===== src/clkstart_pkg.sv =====
// Shared constants, types and helper functions of the clock start-up controller.
package clkstart_pkg;

  // Clock rate and the internal oscillator warm-up time.
  localparam int unsigned CLK_PERIOD_NS = 40;
  localparam int unsigned WARM_TIME_NS  = 2000;
  localparam int unsigned WARM_CYCLES   = (WARM_TIME_NS + CLK_PERIOD_NS - 1) / CLK_PERIOD_NS;
  localparam int unsigned WARM_W        = 7;

  // Start-up timer length in external oscillator periods.
  localparam int unsigned OST_W     = 11;
  localparam logic [10:0] OST_COUNT = 11'h0400;

  // APB register byte offsets.
  localparam int unsigned ADDR_W      = 12;
  localparam logic [11:0] OFF_CONTROL = 12'h000;
  localparam logic [11:0] OFF_STATUS  = 12'h004;
  localparam logic [11:0] OFF_TRIM    = 12'h008;
  localparam logic [11:0] OFF_IRQ_ST  = 12'h00C;
  localparam logic [11:0] OFF_IRQ_EN  = 12'h010;
  localparam logic [11:0] OFF_IRQ_CLR = 12'h014;

  // Field layouts, masks and reset values.
  localparam int unsigned SCS_HI       = 1;
  localparam int unsigned SCS_LO       = 0;
  localparam logic [7:0]  CTRL_MASK    = 8'hFB;
  localparam logic [7:0]  RST_CONTROL  = 8'h00;
  localparam int unsigned TRIM_HI      = 5;
  localparam logic [5:0]  RST_TRIM     = 6'h00;
  localparam int unsigned STAT_STARTUP_TIMER_STATUS    = 5;
  localparam int unsigned STAT_INT_RDY = 0;
  localparam logic [1:0]  SCS_PRIMARY  = 2'h0;

  // Oscillator mode codes of the configuration word.
  localparam logic [2:0] MODE_LP = 3'h0;
  localparam logic [2:0] MODE_XT = 3'h1;
  localparam logic [2:0] MODE_HS = 3'h2;

  // Interrupt status bits.
  localparam int unsigned IRQ_W     = 3;
  localparam int unsigned IRQ_OST   = 0;
  localparam int unsigned IRQ_WARM  = 1;
  localparam int unsigned IRQ_ABORT = 2;

  // System clock source shown to the core.
  localparam logic [1:0] SRC_NONE = 2'h0;
  localparam logic [1:0] SRC_INT  = 2'h1;
  localparam logic [1:0] SRC_EXT  = 2'h2;

  // Configuration straps.
  typedef struct packed {
    logic       switchover_enable_cfg;
    logic       fail_safe_monitor_enable;
    logic [2:0] osc_mode_cfg;
    logic       power_up_timer_enable;
  } cfg_s;

  // APB request from the master.
  typedef struct packed {
    logic        psel;
    logic        penable;
    logic        pwrite;
    logic [11:0] paddr;
    logic [31:0] pwdata;
  } apb_req_s;

  typedef enum logic [2:0] {
    ST_POR       = 3'b000,
    ST_WARM      = 3'b001,
    ST_TWO_SPEED = 3'b010,
    ST_OST_HOLD  = 3'b011,
    ST_INT       = 3'b100,
    ST_EXT       = 3'b101,
    ST_SLEEP     = 3'b110
  } clk_state_e;

  // True for the three crystal modes that need a stabilisation wait.
  function automatic logic is_crystal(input logic [2:0] mode);
    is_crystal = (mode == MODE_LP) || (mode == MODE_XT) || (mode == MODE_HS);
  endfunction

  // Two's-complement trim code to a monotonic step, minimum code gives zero.
  function automatic logic [5:0] trim_step(input logic [5:0] code);
    trim_step = {~code[5], code[4:0]};
  endfunction

endpackage


===== src/warm_timer.sv =====
// Internal oscillator warm-up delay timer.
module warm_timer (
  // Clock and reset.
  input  wire logic clk_i,
  input  wire logic rst_n_i,
  // Control.
  input  wire logic start_i,
  output logic      done_o
);
  import clkstart_pkg::*;

  localparam logic [WARM_W-1:0] WARM_LOAD = WARM_W'(WARM_CYCLES);
  localparam logic [WARM_W-1:0] ONE       = 7'h01;

  logic [WARM_W-1:0] cnt_q, cnt_d;
  logic              busy_q, busy_d;
  logic              done_d;

  // A new start reloads the count, so a restart never ends early.
  always_comb begin
    cnt_d  = cnt_q;
    busy_d = busy_q;
    done_d = 1'b0;
    if (start_i) begin
      cnt_d  = WARM_LOAD;
      busy_d = 1'b1;
    end else if (busy_q) begin
      if (cnt_q == ONE) begin
        busy_d = 1'b0;
        done_d = 1'b1;
      end else begin
        cnt_d = cnt_q - ONE;
      end
    end
  end

  always_ff @(posedge clk_i) begin
    if (!rst_n_i) begin
      cnt_q  <= '0;
      busy_q <= 1'b0;
      done_o <= 1'b0;
    end else begin
      cnt_q  <= cnt_d;
      busy_q <= busy_d;
      done_o <= done_d;
    end
  end

  warm_end_a: assert property (@(posedge clk_i) disable iff (!rst_n_i)
    busy_q && cnt_q == ONE && !start_i |=> done_o && !busy_q)
    else $error("warm-up did not end at count one");
  warm_done_a: assert property (@(posedge clk_i) disable iff (!rst_n_i)
    done_o |-> $past(busy_q, 1) && !$past(start_i, 1))
    else $error("warm-up done without a running count");
endmodule


===== src/ost_counter.sv =====
// Oscillator start-up timer counting external oscillator periods.
module ost_counter (
  // Clock and reset.
  input  wire logic clk_i,
  input  wire logic rst_n_i,
  // Control and oscillator ticks.
  input  wire logic start_i,
  input  wire logic abort_i,
  input  wire logic tick_i,
  output logic      busy_o,
  output logic      done_o
);
  import clkstart_pkg::*;

  localparam logic [OST_W-1:0] ONE  = 11'h001;
  localparam logic [OST_W-1:0] LAST = OST_COUNT - ONE;

  logic [OST_W-1:0] cnt_q, cnt_d;
  logic             busy_d, done_d;

  // Abort wins over a start and over the final tick.
  always_comb begin
    cnt_d  = cnt_q;
    busy_d = busy_o;
    done_d = 1'b0;
    if (abort_i) begin
      busy_d = 1'b0;
      cnt_d  = '0;
    end else if (start_i) begin
      busy_d = 1'b1;
      cnt_d  = '0;
    end else if (busy_o && tick_i) begin
      if (cnt_q == LAST) begin
        busy_d = 1'b0;
        done_d = 1'b1;
      end else begin
        cnt_d = cnt_q + ONE;
      end
    end
  end

  always_ff @(posedge clk_i) begin
    if (!rst_n_i) begin
      cnt_q  <= '0;
      busy_o <= 1'b0;
      done_o <= 1'b0;
    end else begin
      cnt_q  <= cnt_d;
      busy_o <= busy_d;
      done_o <= done_d;
    end
  end

  ost_count_a: assert property (@(posedge clk_i) disable iff (!rst_n_i)
    done_o |-> $past(tick_i, 1) && $past(cnt_q, 1) == LAST)
    else $error("start-up timer ended before full count");
  ost_abort_a: assert property (@(posedge clk_i) disable iff (!rst_n_i)
    abort_i |=> !busy_o && !done_o)
    else $error("start-up timer survived an abort");
endmodule


===== src/clk_startup_ctrl.sv =====
// Clock source selection and two-speed start-up controller with APB registers.
// Notes on behaviour
// Two-speed start-up is on only with switchover or the fail-safe monitor set, select field 00 and a crystal mode.
// Start-up is entered after power-on reset, after the power-up timer if enabled, and on every wake-up.
// An enabled fail-safe monitor turns two-speed start-up on regardless of the switchover bit.
// Entering the internal oscillator from sleep or reset waits the warm-up delay before use.
// A crystal oscillator is not used until the start-up timer has counted 1024 of its periods.
// The six-bit trim moves the internal oscillator, 000000 calibrated, 011111 highest, 100000 lowest.
// Unimplemented register bits, including the top two trim bits, read as zero.
// The trim code is a two's-complement offset stepping frequency monotonically.
// During two-speed start-up the core runs from the internal oscillator while the crystal settles.
// When the start-up count completes the status flag is set and execution moves to the crystal.
// Sleep during start-up aborts the wait and leaves the status flag clear.
// With a non-crystal mode two-speed start-up is off since no wait is needed.
//
// The address map and register access over APB are this design's own decisions.
module clk_startup_ctrl (
  // Clock and reset.
  input  wire logic                   CLK_I,
  input  wire logic                   NRST_I,
  // Configuration straps and power events.
  input  wire clkstart_pkg::cfg_s     CFG_I,
  input  wire logic                   POWER_UP_TIMER_DONE_I,
  input  wire logic                   SLEEP_I,
  input  wire logic                   WAKE_I,
  input  wire logic                   EXT_OSC_TICK_I,
  // APB slave.
  input  wire clkstart_pkg::apb_req_s APB_REQ_I,
  output logic                        PREADY_O,
  output logic [31:0]                 PRDATA_O,
  output logic                        PSLVERR_O,
  // Clock source and trim outputs.
  output logic [1:0]                  SYS_CLK_SEL_O,
  output logic                        TWO_SPEED_O,
  output logic [5:0]                  TRIM_STEP_O,
  output logic                        IRQ_O
);
  import clkstart_pkg::*;

  clk_state_e        state_q, state_d;
  logic [1:0]        src_d;
  logic              two_q, two_d;
  logic              startup_timer_status_q, startup_timer_status_d;
  logic [7:0]        ctrl_q, ctrl_d;
  logic [5:0]        trim_q, trim_d;
  logic [5:0]        step_d;
  logic [IRQ_W-1:0]  irq_st_q, irq_st_d;
  logic [IRQ_W-1:0]  irq_en_q, irq_en_d;
  logic [IRQ_W-1:0]  irq_set;
  logic              irq_d;
  logic              pready_d, pslverr_d;
  logic [31:0]       prdata_d;
  logic              warm_start, warm_done;
  logic              ost_start, ost_abort, ost_busy, ost_done;
  logic              two_speed_en, waiting_ost, por_ready, sleep_go;
  logic              access, wr_done, rd_capture, mapped;
  logic [1:0]        system_clock_select;
  logic [7:0]        status_val;
  logic [31:0]       rd_val;

  assign system_clock_select = ctrl_q[SCS_HI:SCS_LO];

  // The fail-safe monitor forces the switchover on; a non-crystal mode always turns it off.
  assign two_speed_en = (CFG_I.switchover_enable_cfg || CFG_I.fail_safe_monitor_enable)
                        && (system_clock_select == SCS_PRIMARY) && is_crystal(CFG_I.osc_mode_cfg);

  // The power-up timer gates the first start-up only when it is enabled.
  assign por_ready   = !CFG_I.power_up_timer_enable || POWER_UP_TIMER_DONE_I;
  assign waiting_ost = ost_busy;
  assign sleep_go    = SLEEP_I && (state_q != ST_POR) && (state_q != ST_SLEEP);

  // Start-up state machine; the warm-up and start-up timers are kicked from here.
  always_comb begin
    state_d    = state_q;
    two_d      = two_q;
    startup_timer_status_d     = startup_timer_status_q;
    warm_start = 1'b0;
    ost_start  = 1'b0;
    ost_abort  = 1'b0;
    if (sleep_go) begin
      state_d   = ST_SLEEP;
      ost_abort = 1'b1;
      startup_timer_status_d    = 1'b0;
      two_d     = 1'b0;
    end else begin
      case (state_q)
        ST_POR, ST_SLEEP: begin
          if ((state_q == ST_POR) ? por_ready : WAKE_I) begin
            startup_timer_status_d = 1'b0;
            if (two_speed_en) begin
              state_d    = ST_WARM;
              two_d      = 1'b1;
              warm_start = 1'b1;
              ost_start  = 1'b1;
            end else if (system_clock_select == SCS_PRIMARY && is_crystal(CFG_I.osc_mode_cfg)) begin
              state_d   = ST_OST_HOLD;
              ost_start = 1'b1;
            end else if (system_clock_select == SCS_PRIMARY) begin
              state_d = ST_EXT;
            end else begin
              state_d    = ST_WARM;
              warm_start = 1'b1;
            end
          end
        end
        ST_WARM: begin
          if (two_q && ost_done) begin
            state_d = ST_EXT;
            startup_timer_status_d  = 1'b1;
            two_d   = 1'b0;
          end else if (warm_done) begin
            state_d = two_q ? ST_TWO_SPEED : ST_INT;
          end
        end
        ST_TWO_SPEED, ST_OST_HOLD: begin
          if (ost_done) begin
            state_d = ST_EXT;
            startup_timer_status_d  = 1'b1;
            two_d   = 1'b0;
          end
        end
        ST_INT: begin
          if (system_clock_select == SCS_PRIMARY && is_crystal(CFG_I.osc_mode_cfg)) begin
            state_d   = ST_OST_HOLD;
            ost_start = 1'b1;
          end else if (system_clock_select == SCS_PRIMARY) begin
            state_d = ST_EXT;
          end
        end
        ST_EXT: begin
          if (system_clock_select != SCS_PRIMARY) begin
            state_d    = ST_WARM;
            warm_start = 1'b1;
          end
        end
        default: begin
          state_d = ST_POR;
        end
      endcase
    end
  end

  // The core sees a source only once it is usable; held states show none.
  always_comb begin
    case (state_d)
      ST_TWO_SPEED, ST_INT: src_d = SRC_INT;
      ST_EXT:               src_d = SRC_EXT;
      default:              src_d = SRC_NONE;
    endcase
  end

  warm_timer u_warm (
    .clk_i   (CLK_I),
    .rst_n_i (NRST_I),
    .start_i (warm_start),
    .done_o  (warm_done)
  );

  ost_counter u_ost (
    .clk_i   (CLK_I),
    .rst_n_i (NRST_I),
    .start_i (ost_start),
    .abort_i (ost_abort),
    .tick_i  (EXT_OSC_TICK_I),
    .busy_o  (ost_busy),
    .done_o  (ost_done)
  );

  // APB decode; pready rises one access cycle late so every output stays a flop.
  assign access     = APB_REQ_I.psel && APB_REQ_I.penable;
  assign rd_capture = access && !PREADY_O;
  assign wr_done    = access && PREADY_O && APB_REQ_I.pwrite;

  always_comb begin
    status_val               = 8'h00;
    status_val[STAT_STARTUP_TIMER_STATUS]    = startup_timer_status_q;
    status_val[STAT_INT_RDY] = (state_q == ST_TWO_SPEED) || (state_q == ST_INT);
    mapped                   = 1'b1;
    rd_val                   = 32'h0000_0000;
    if (APB_REQ_I.paddr == OFF_CONTROL) begin
      rd_val[7:0] = ctrl_q;
    end else if (APB_REQ_I.paddr == OFF_STATUS) begin
      rd_val[7:0] = status_val;
    end else if (APB_REQ_I.paddr == OFF_TRIM) begin
      rd_val[TRIM_HI:0] = trim_q;
    end else if (APB_REQ_I.paddr == OFF_IRQ_ST) begin
      rd_val[IRQ_W-1:0] = irq_st_q;
    end else if (APB_REQ_I.paddr == OFF_IRQ_EN) begin
      rd_val[IRQ_W-1:0] = irq_en_q;
    end else if (APB_REQ_I.paddr == OFF_IRQ_CLR) begin
      rd_val = 32'h0000_0000;
    end else begin
      mapped = 1'b0;
    end
  end

  // Register writes land on the completing edge; a write to an unmapped word is dropped.
  always_comb begin
    pready_d  = rd_capture;
    prdata_d  = rd_capture ? rd_val : PRDATA_O;
    pslverr_d = rd_capture && !mapped;
    ctrl_d    = ctrl_q;
    trim_d    = trim_q;
    irq_en_d  = irq_en_q;
    if (wr_done && APB_REQ_I.paddr == OFF_CONTROL) begin
      ctrl_d = APB_REQ_I.pwdata[7:0] & CTRL_MASK;
    end else if (wr_done && APB_REQ_I.paddr == OFF_TRIM) begin
      trim_d = APB_REQ_I.pwdata[TRIM_HI:0];
    end else if (wr_done && APB_REQ_I.paddr == OFF_IRQ_EN) begin
      irq_en_d = APB_REQ_I.pwdata[IRQ_W-1:0];
    end
    step_d = trim_step(trim_q);
  end

  // Sticky events; a new event beats a clear written in the same cycle.
  always_comb begin
    irq_set            = '0;
    irq_set[IRQ_OST]   = ost_done && !sleep_go;
    irq_set[IRQ_WARM]  = warm_done;
    irq_set[IRQ_ABORT] = sleep_go && waiting_ost;
    irq_st_d           = irq_st_q;
    if (wr_done && APB_REQ_I.paddr == OFF_IRQ_CLR) begin
      irq_st_d = irq_st_q & ~APB_REQ_I.pwdata[IRQ_W-1:0];
    end
    irq_st_d = irq_st_d | irq_set;
    irq_d    = |(irq_st_d & irq_en_d);
  end

  // All state and every top-level output register.
  always_ff @(posedge CLK_I) begin
    if (!NRST_I) begin
      state_q       <= ST_POR;
      two_q         <= 1'b0;
      startup_timer_status_q        <= 1'b0;
      ctrl_q        <= RST_CONTROL;
      trim_q        <= RST_TRIM;
      irq_st_q      <= '0;
      irq_en_q      <= '0;
      PREADY_O      <= 1'b0;
      PRDATA_O      <= 32'h0000_0000;
      PSLVERR_O     <= 1'b0;
      SYS_CLK_SEL_O <= SRC_NONE;
      TWO_SPEED_O   <= 1'b0;
      TRIM_STEP_O   <= trim_step(RST_TRIM); // Calibrated mid step, so the oscillator starts untrimmed.
      IRQ_O         <= 1'b0;
    end else begin
      state_q       <= state_d;
      two_q         <= two_d;
      startup_timer_status_q        <= startup_timer_status_d;
      ctrl_q        <= ctrl_d;
      trim_q        <= trim_d;
      irq_st_q      <= irq_st_d;
      irq_en_q      <= irq_en_d;
      PREADY_O      <= pready_d;
      PRDATA_O      <= prdata_d;
      PSLVERR_O     <= pslverr_d;
      SYS_CLK_SEL_O <= src_d;
      TWO_SPEED_O   <= two_d;
      TRIM_STEP_O   <= step_d;
      IRQ_O         <= irq_d;
    end
  end

  two_speed_gate_a: assert property (@(posedge CLK_I) disable iff (!NRST_I)
    $rose(two_q) |-> $past(two_speed_en, 1))
    else $error("two-speed start-up entered without its enables");
  ext_switch_a: assert property (@(posedge CLK_I) disable iff (!NRST_I)
    ost_done && !sleep_go && (state_q inside {ST_TWO_SPEED, ST_OST_HOLD})
    |=> startup_timer_status_q && state_q == ST_EXT && SYS_CLK_SEL_O == SRC_EXT)
    else $error("completed start-up count did not move to crystal");
  sleep_abort_a: assert property (@(posedge CLK_I) disable iff (!NRST_I)
    sleep_go |=> state_q == ST_SLEEP && !startup_timer_status_q ##1 !startup_timer_status_q)
    else $error("sleep did not abort start-up");
  warm_use_a: assert property (@(posedge CLK_I) disable iff (!NRST_I)
    $past(state_q, 1) == ST_WARM && SYS_CLK_SEL_O == SRC_INT |-> $past(warm_done, 1))
    else $error("internal clock used before warm-up");
  ost_hold_a: assert property (@(posedge CLK_I) disable iff (!NRST_I)
    state_q == ST_OST_HOLD |-> SYS_CLK_SEL_O == SRC_NONE && (ost_busy || ost_done))
    else $error("crystal used before start-up count");
  two_speed_run_a: assert property (@(posedge CLK_I) disable iff (!NRST_I)
    state_q == ST_TWO_SPEED |-> SYS_CLK_SEL_O == SRC_INT && TWO_SPEED_O)
    else $error("two-speed start-up not on internal clock");
  trim_read_a: assert property (@(posedge CLK_I) disable iff (!NRST_I)
    rd_capture && APB_REQ_I.paddr == OFF_TRIM
    |=> PREADY_O && PRDATA_O == {26'h000_0000, $past(trim_q, 1)})
    else $error("trim read shows unimplemented bits");
  trim_mid_a: assert property (@(posedge CLK_I) disable iff (!NRST_I)
    trim_q == 6'h00 ##1 trim_q == 6'h00 |-> TRIM_STEP_O == 6'h20)
    else $error("calibrated trim code not at mid step");
  wake_entry_a: assert property (@(posedge CLK_I) disable iff (!NRST_I)
    state_q == ST_SLEEP && WAKE_I && !SLEEP_I |=> state_q != ST_SLEEP)
    else $error("wake-up did not enter start-up");
endmodule


===== config.mk =====
export PLATFORM = sky130hd
export DESIGN_NAME = clk_startup_ctrl
export DESIGN_NICKNAME = d
export VERILOG_FILES = /design/src/clkstart_pkg.sv /design/src/warm_timer.sv /design/src/ost_counter.sv /design/src/clk_startup_ctrl.sv
export SDC_FILE = /design/constraint.sdc
export NUM_CORES = 1
export LEC_CHECK = 0
export BUFFER_PORTS_ARGS = -buffer_cell sky130_fd_sc_hd__buf_4
export CAP_MARGIN = 40
export CORE_MARGIN = 2
export CORE_UTILIZATION = 55
export DETAILED_ROUTE_END_ITERATION = 7
export GPL_ROUTABILITY_DRIVEN = 0
export PLACE_DENSITY = 0.84
export RECOVER_POWER = 50
export SETUP_SLACK_MARGIN = 0.4
export SKIP_CTS_REPAIR_TIMING = 1
export SYNTH_ARGS = -nofsm -noshare
export SYNTH_HDL_FRONTEND = slang
export SYNTH_SLANG_ARGS = --single-unit

===== constraint.sdc =====
create_clock -name CLK_I -period 4 [get_ports CLK_I]
set_input_delay 0.8 -clock CLK_I [delete_from_list [all_inputs] [get_ports CLK_I]]
set_output_delay 0.8 -clock CLK_I [all_outputs]
set_load 0.05 [all_outputs]

==> flow_summary.toml <==
[detailed_routing]
first_iter_violations = 166
drt-total-wl_um = 7110
first_pass_iters = 6
vias = 2893
antenna_left = 0
via_per_inst = 5.596
wl_per_cell_um = 13.75
remaining_drc_errors = 0

[yosys]
synth_top_area_cell = "dfxtp_1"
synth_warnings = 0
ys_ff_latch = 65
postSynth.asyncResetShare_pct = 0
yosysMostFrequentCell = "dfxtp_1"
synth_top_area_share_pct = 39.42
yosysSeqAreaShare_pct = 39.42
avgSynthCellArea_um2 = 8.507
synth-edff-count = 0
synth_ff_type = "dfxtp_1"
syn_inst = 388
synth_common_cells = "dfxtp_1 (65), nand2_1 (48), buf_4 (24)"
synthDistinctLibCells = 55
yosys-top-cells-area = "dfxtp_1 (39%), buf_4 (5.5%), nand2_1 (5.5%)"
syn_area_um2 = 3301

[layout]
syn_to_final_growth_pct = 14.71
layout-drive-gt1-share_pct = 15.16
diodes = 0
fill_cells = 499
fin_nets = 499
finish.utilization_pct = 64.71

[worst_setup_path]
path_max_fanout = 47
worstSetupPathType = "input port to register"
slowest_stage = "clkbuf_1"
path_delay_family = "buffers and inverters"
worst_ep_required_time_ns = 4.27
path_cells = "clkbuf_1, nand2_1, a21o_1, nor3_1"
crit_buf_inv = 1
cp-start-kind = "input port"
max_stage_delay_ns = 1.20
crit_path_end_kind = "register"
crit_arrival_ns = 3.14
r2r_slack_ns = 1.83

[power_and_ir_drop]
irDropWorstVdd_v = 0.0004759
p_total_mw = 1.904
power_density_nw_per_um2 = 502.8
p_leak_nw = 1.497

[sta]
drv_slew = 48
skew_ns = 0.01124
whs_ns = 0.4257
max_freq_mhz = 347.9
rsz0062_at_grt = "no"
period_minus_slack_ns = 2.874
worst_slew_pin_slew_ns = 1.709
min_period_over_period_pct = 71.85
setup-tns-final_ns = 0
timing.slew.headroom_pct = -13.92
hold_viol = 0
setup_viol = 0

[run]
maxCapViolations = 1

[global_route]
grt_max_degree = 48
grt-ovfl-total = 0
grt_first_pass_wirelength_um = 11180
grt_usage_pct = 21.84
grt_pass1_vias = 2509
antenna_found_initial = 0

[clock_network]
clk_path_buf_depth = 2
cts_root_buf = "clkbuf_8"
cts_made_buffers = 9
insertion_delay_ns = 0.34
clk_pin_slew_ns = 0.08
cts_tree = "built"
cts.sinks = 65
cts_max_level = 3

[floorplan]
die_h_um = 81.47
dieArea_um2 = 6637
core-area_um2 = 5851
die_x_um = 81.47
initial_core_util_pct = 56.42
num_rows = 28
io_pins = 103

[placed_design]
hpwl_um = 5134
portBuffers = 54

[run_status]
status = "complete, but fails checks"
violations = "capacitance limit, slew limit"

[hold_path]
hp-class = "register to register"
## report_power, final
part	internal [mW]	switching [mW]	total, mW
clock	0.350	0.259	0.609
sequential	0.704	0.0883	0.793
combinational	0.184	0.318	0.502
## metrics by stage
step,worst slack (ns),std cells,cell area [um2]
4_1_cts,1.420,517,3865
5_1_grt,0.9000,517,3786
2_1_floorplan,1.401,411,3387
3_3_place_gp,1.093,501,3646
6_report,1.126,517,3786
3_5_place_dp,1.071,501,3646
## cell usage in the layout (no fill, tap or decap), types with 3 or more instances in the layout
cell	netlist	layout
nor4_1	6	6
ha_1	3	3
o21ai_2	5	5
o21a_1	6	6
conb_1	1	24
xnor2_1	6	6
nand2b_1	4	4
nor3_1	9	9
a21oi_1	11	11
a31oi_1	3	3
or3_1	3	3
a21boi_0	12	12
xor2_1	7	7
inv_1	11	11
nor3b_1	3	3
and2_0	0	6
dfxtp_1	65	65
clkbuf_1	14	21
mux2i_1	12	12
nor2_1	23	23
nand2_1	48	48
o211ai_1	3	3
nor2b_1	9	9
o31a_1	3	3
and2_1	13	7
buf_4	24	34
a21o_1	6	6
clkbuf_8	0	9
o21ai_0	18	18
nand3_1	17	17
nand4_1	6	6
## final timing paths
| path | endpoint | start | cells after the start |
|---|---|---|---|
| setup / recovery | u_ost.cnt_q[2] | NRST_I | 4 |
| hold / removal | TRIM_STEP_O[5] | trim_q[5] | 1 |
| setup reg to reg | u_ost.cnt_q[2] | state_q[1] | 5 |
| hold reg to reg | TRIM_STEP_O[5] | trim_q[5] | 1 |
## logic make-up (layout without fill, tap and decap cells)
kind of cell,Yosys count,after routing,share of synthesized area (%)
AO/OA/AOI/OAI,81,81,16.64
XOR/XNOR,13,13,3.450
adder cells (fa/ha/maj),3,3,1.137
buffers and inverters,51,82,8.756
flip-flops,65,65,39.42
multiplexers,14,14,4.322
other,1,24,0.1136
AND/OR/NAND/NOR,160,160,26.16
## worst register-to-register path: stages (launching register included)
cell	delay, ns
dfxtp_1	0.60
xor2_1	0.23
o21ai_0	0.36
nand2_1	0.24
a21o_1	0.45
nor3_1	0.22
## layout make-up
type	count	area (um2)	area share, %
clock inverters	7	95.09	2.512
clock buffers	9	123.9	3.272
well taps	75	93.84	2.479
repair buffers	55	334.1	8.824
multi-input cells	295	1797	47.46
inverters	11	41.29	1.091
flip-flops and latches	65	1301	34.37
## routing by layer
metal	vias to the layer above	share of wire [%]	GRT usage, %
met5	-	0	0
met4	0	1.5	7.627
met3	12	7.6	6.044
met2	127	48	35.98
met1	1333	43	27.48
li1	1421	-	-
## flip-flops by register name (all words and copies together) (netlist names), 2 cells and up
| register | cells |
|---|---|
| irq_en_q | 3 |
| PRDATA_O | 8 |
| SYS_CLK_SEL_O | 2 |
| trim_q | 6 |
| u_warm.cnt_q | 7 |
| state_q | 3 |
| ctrl_q | 7 |
| irq_st_q | 3 |
| u_ost.cnt_q | 11 |
| TRIM_STEP_O | 6 |
Power figures use the tool's default switching activity.
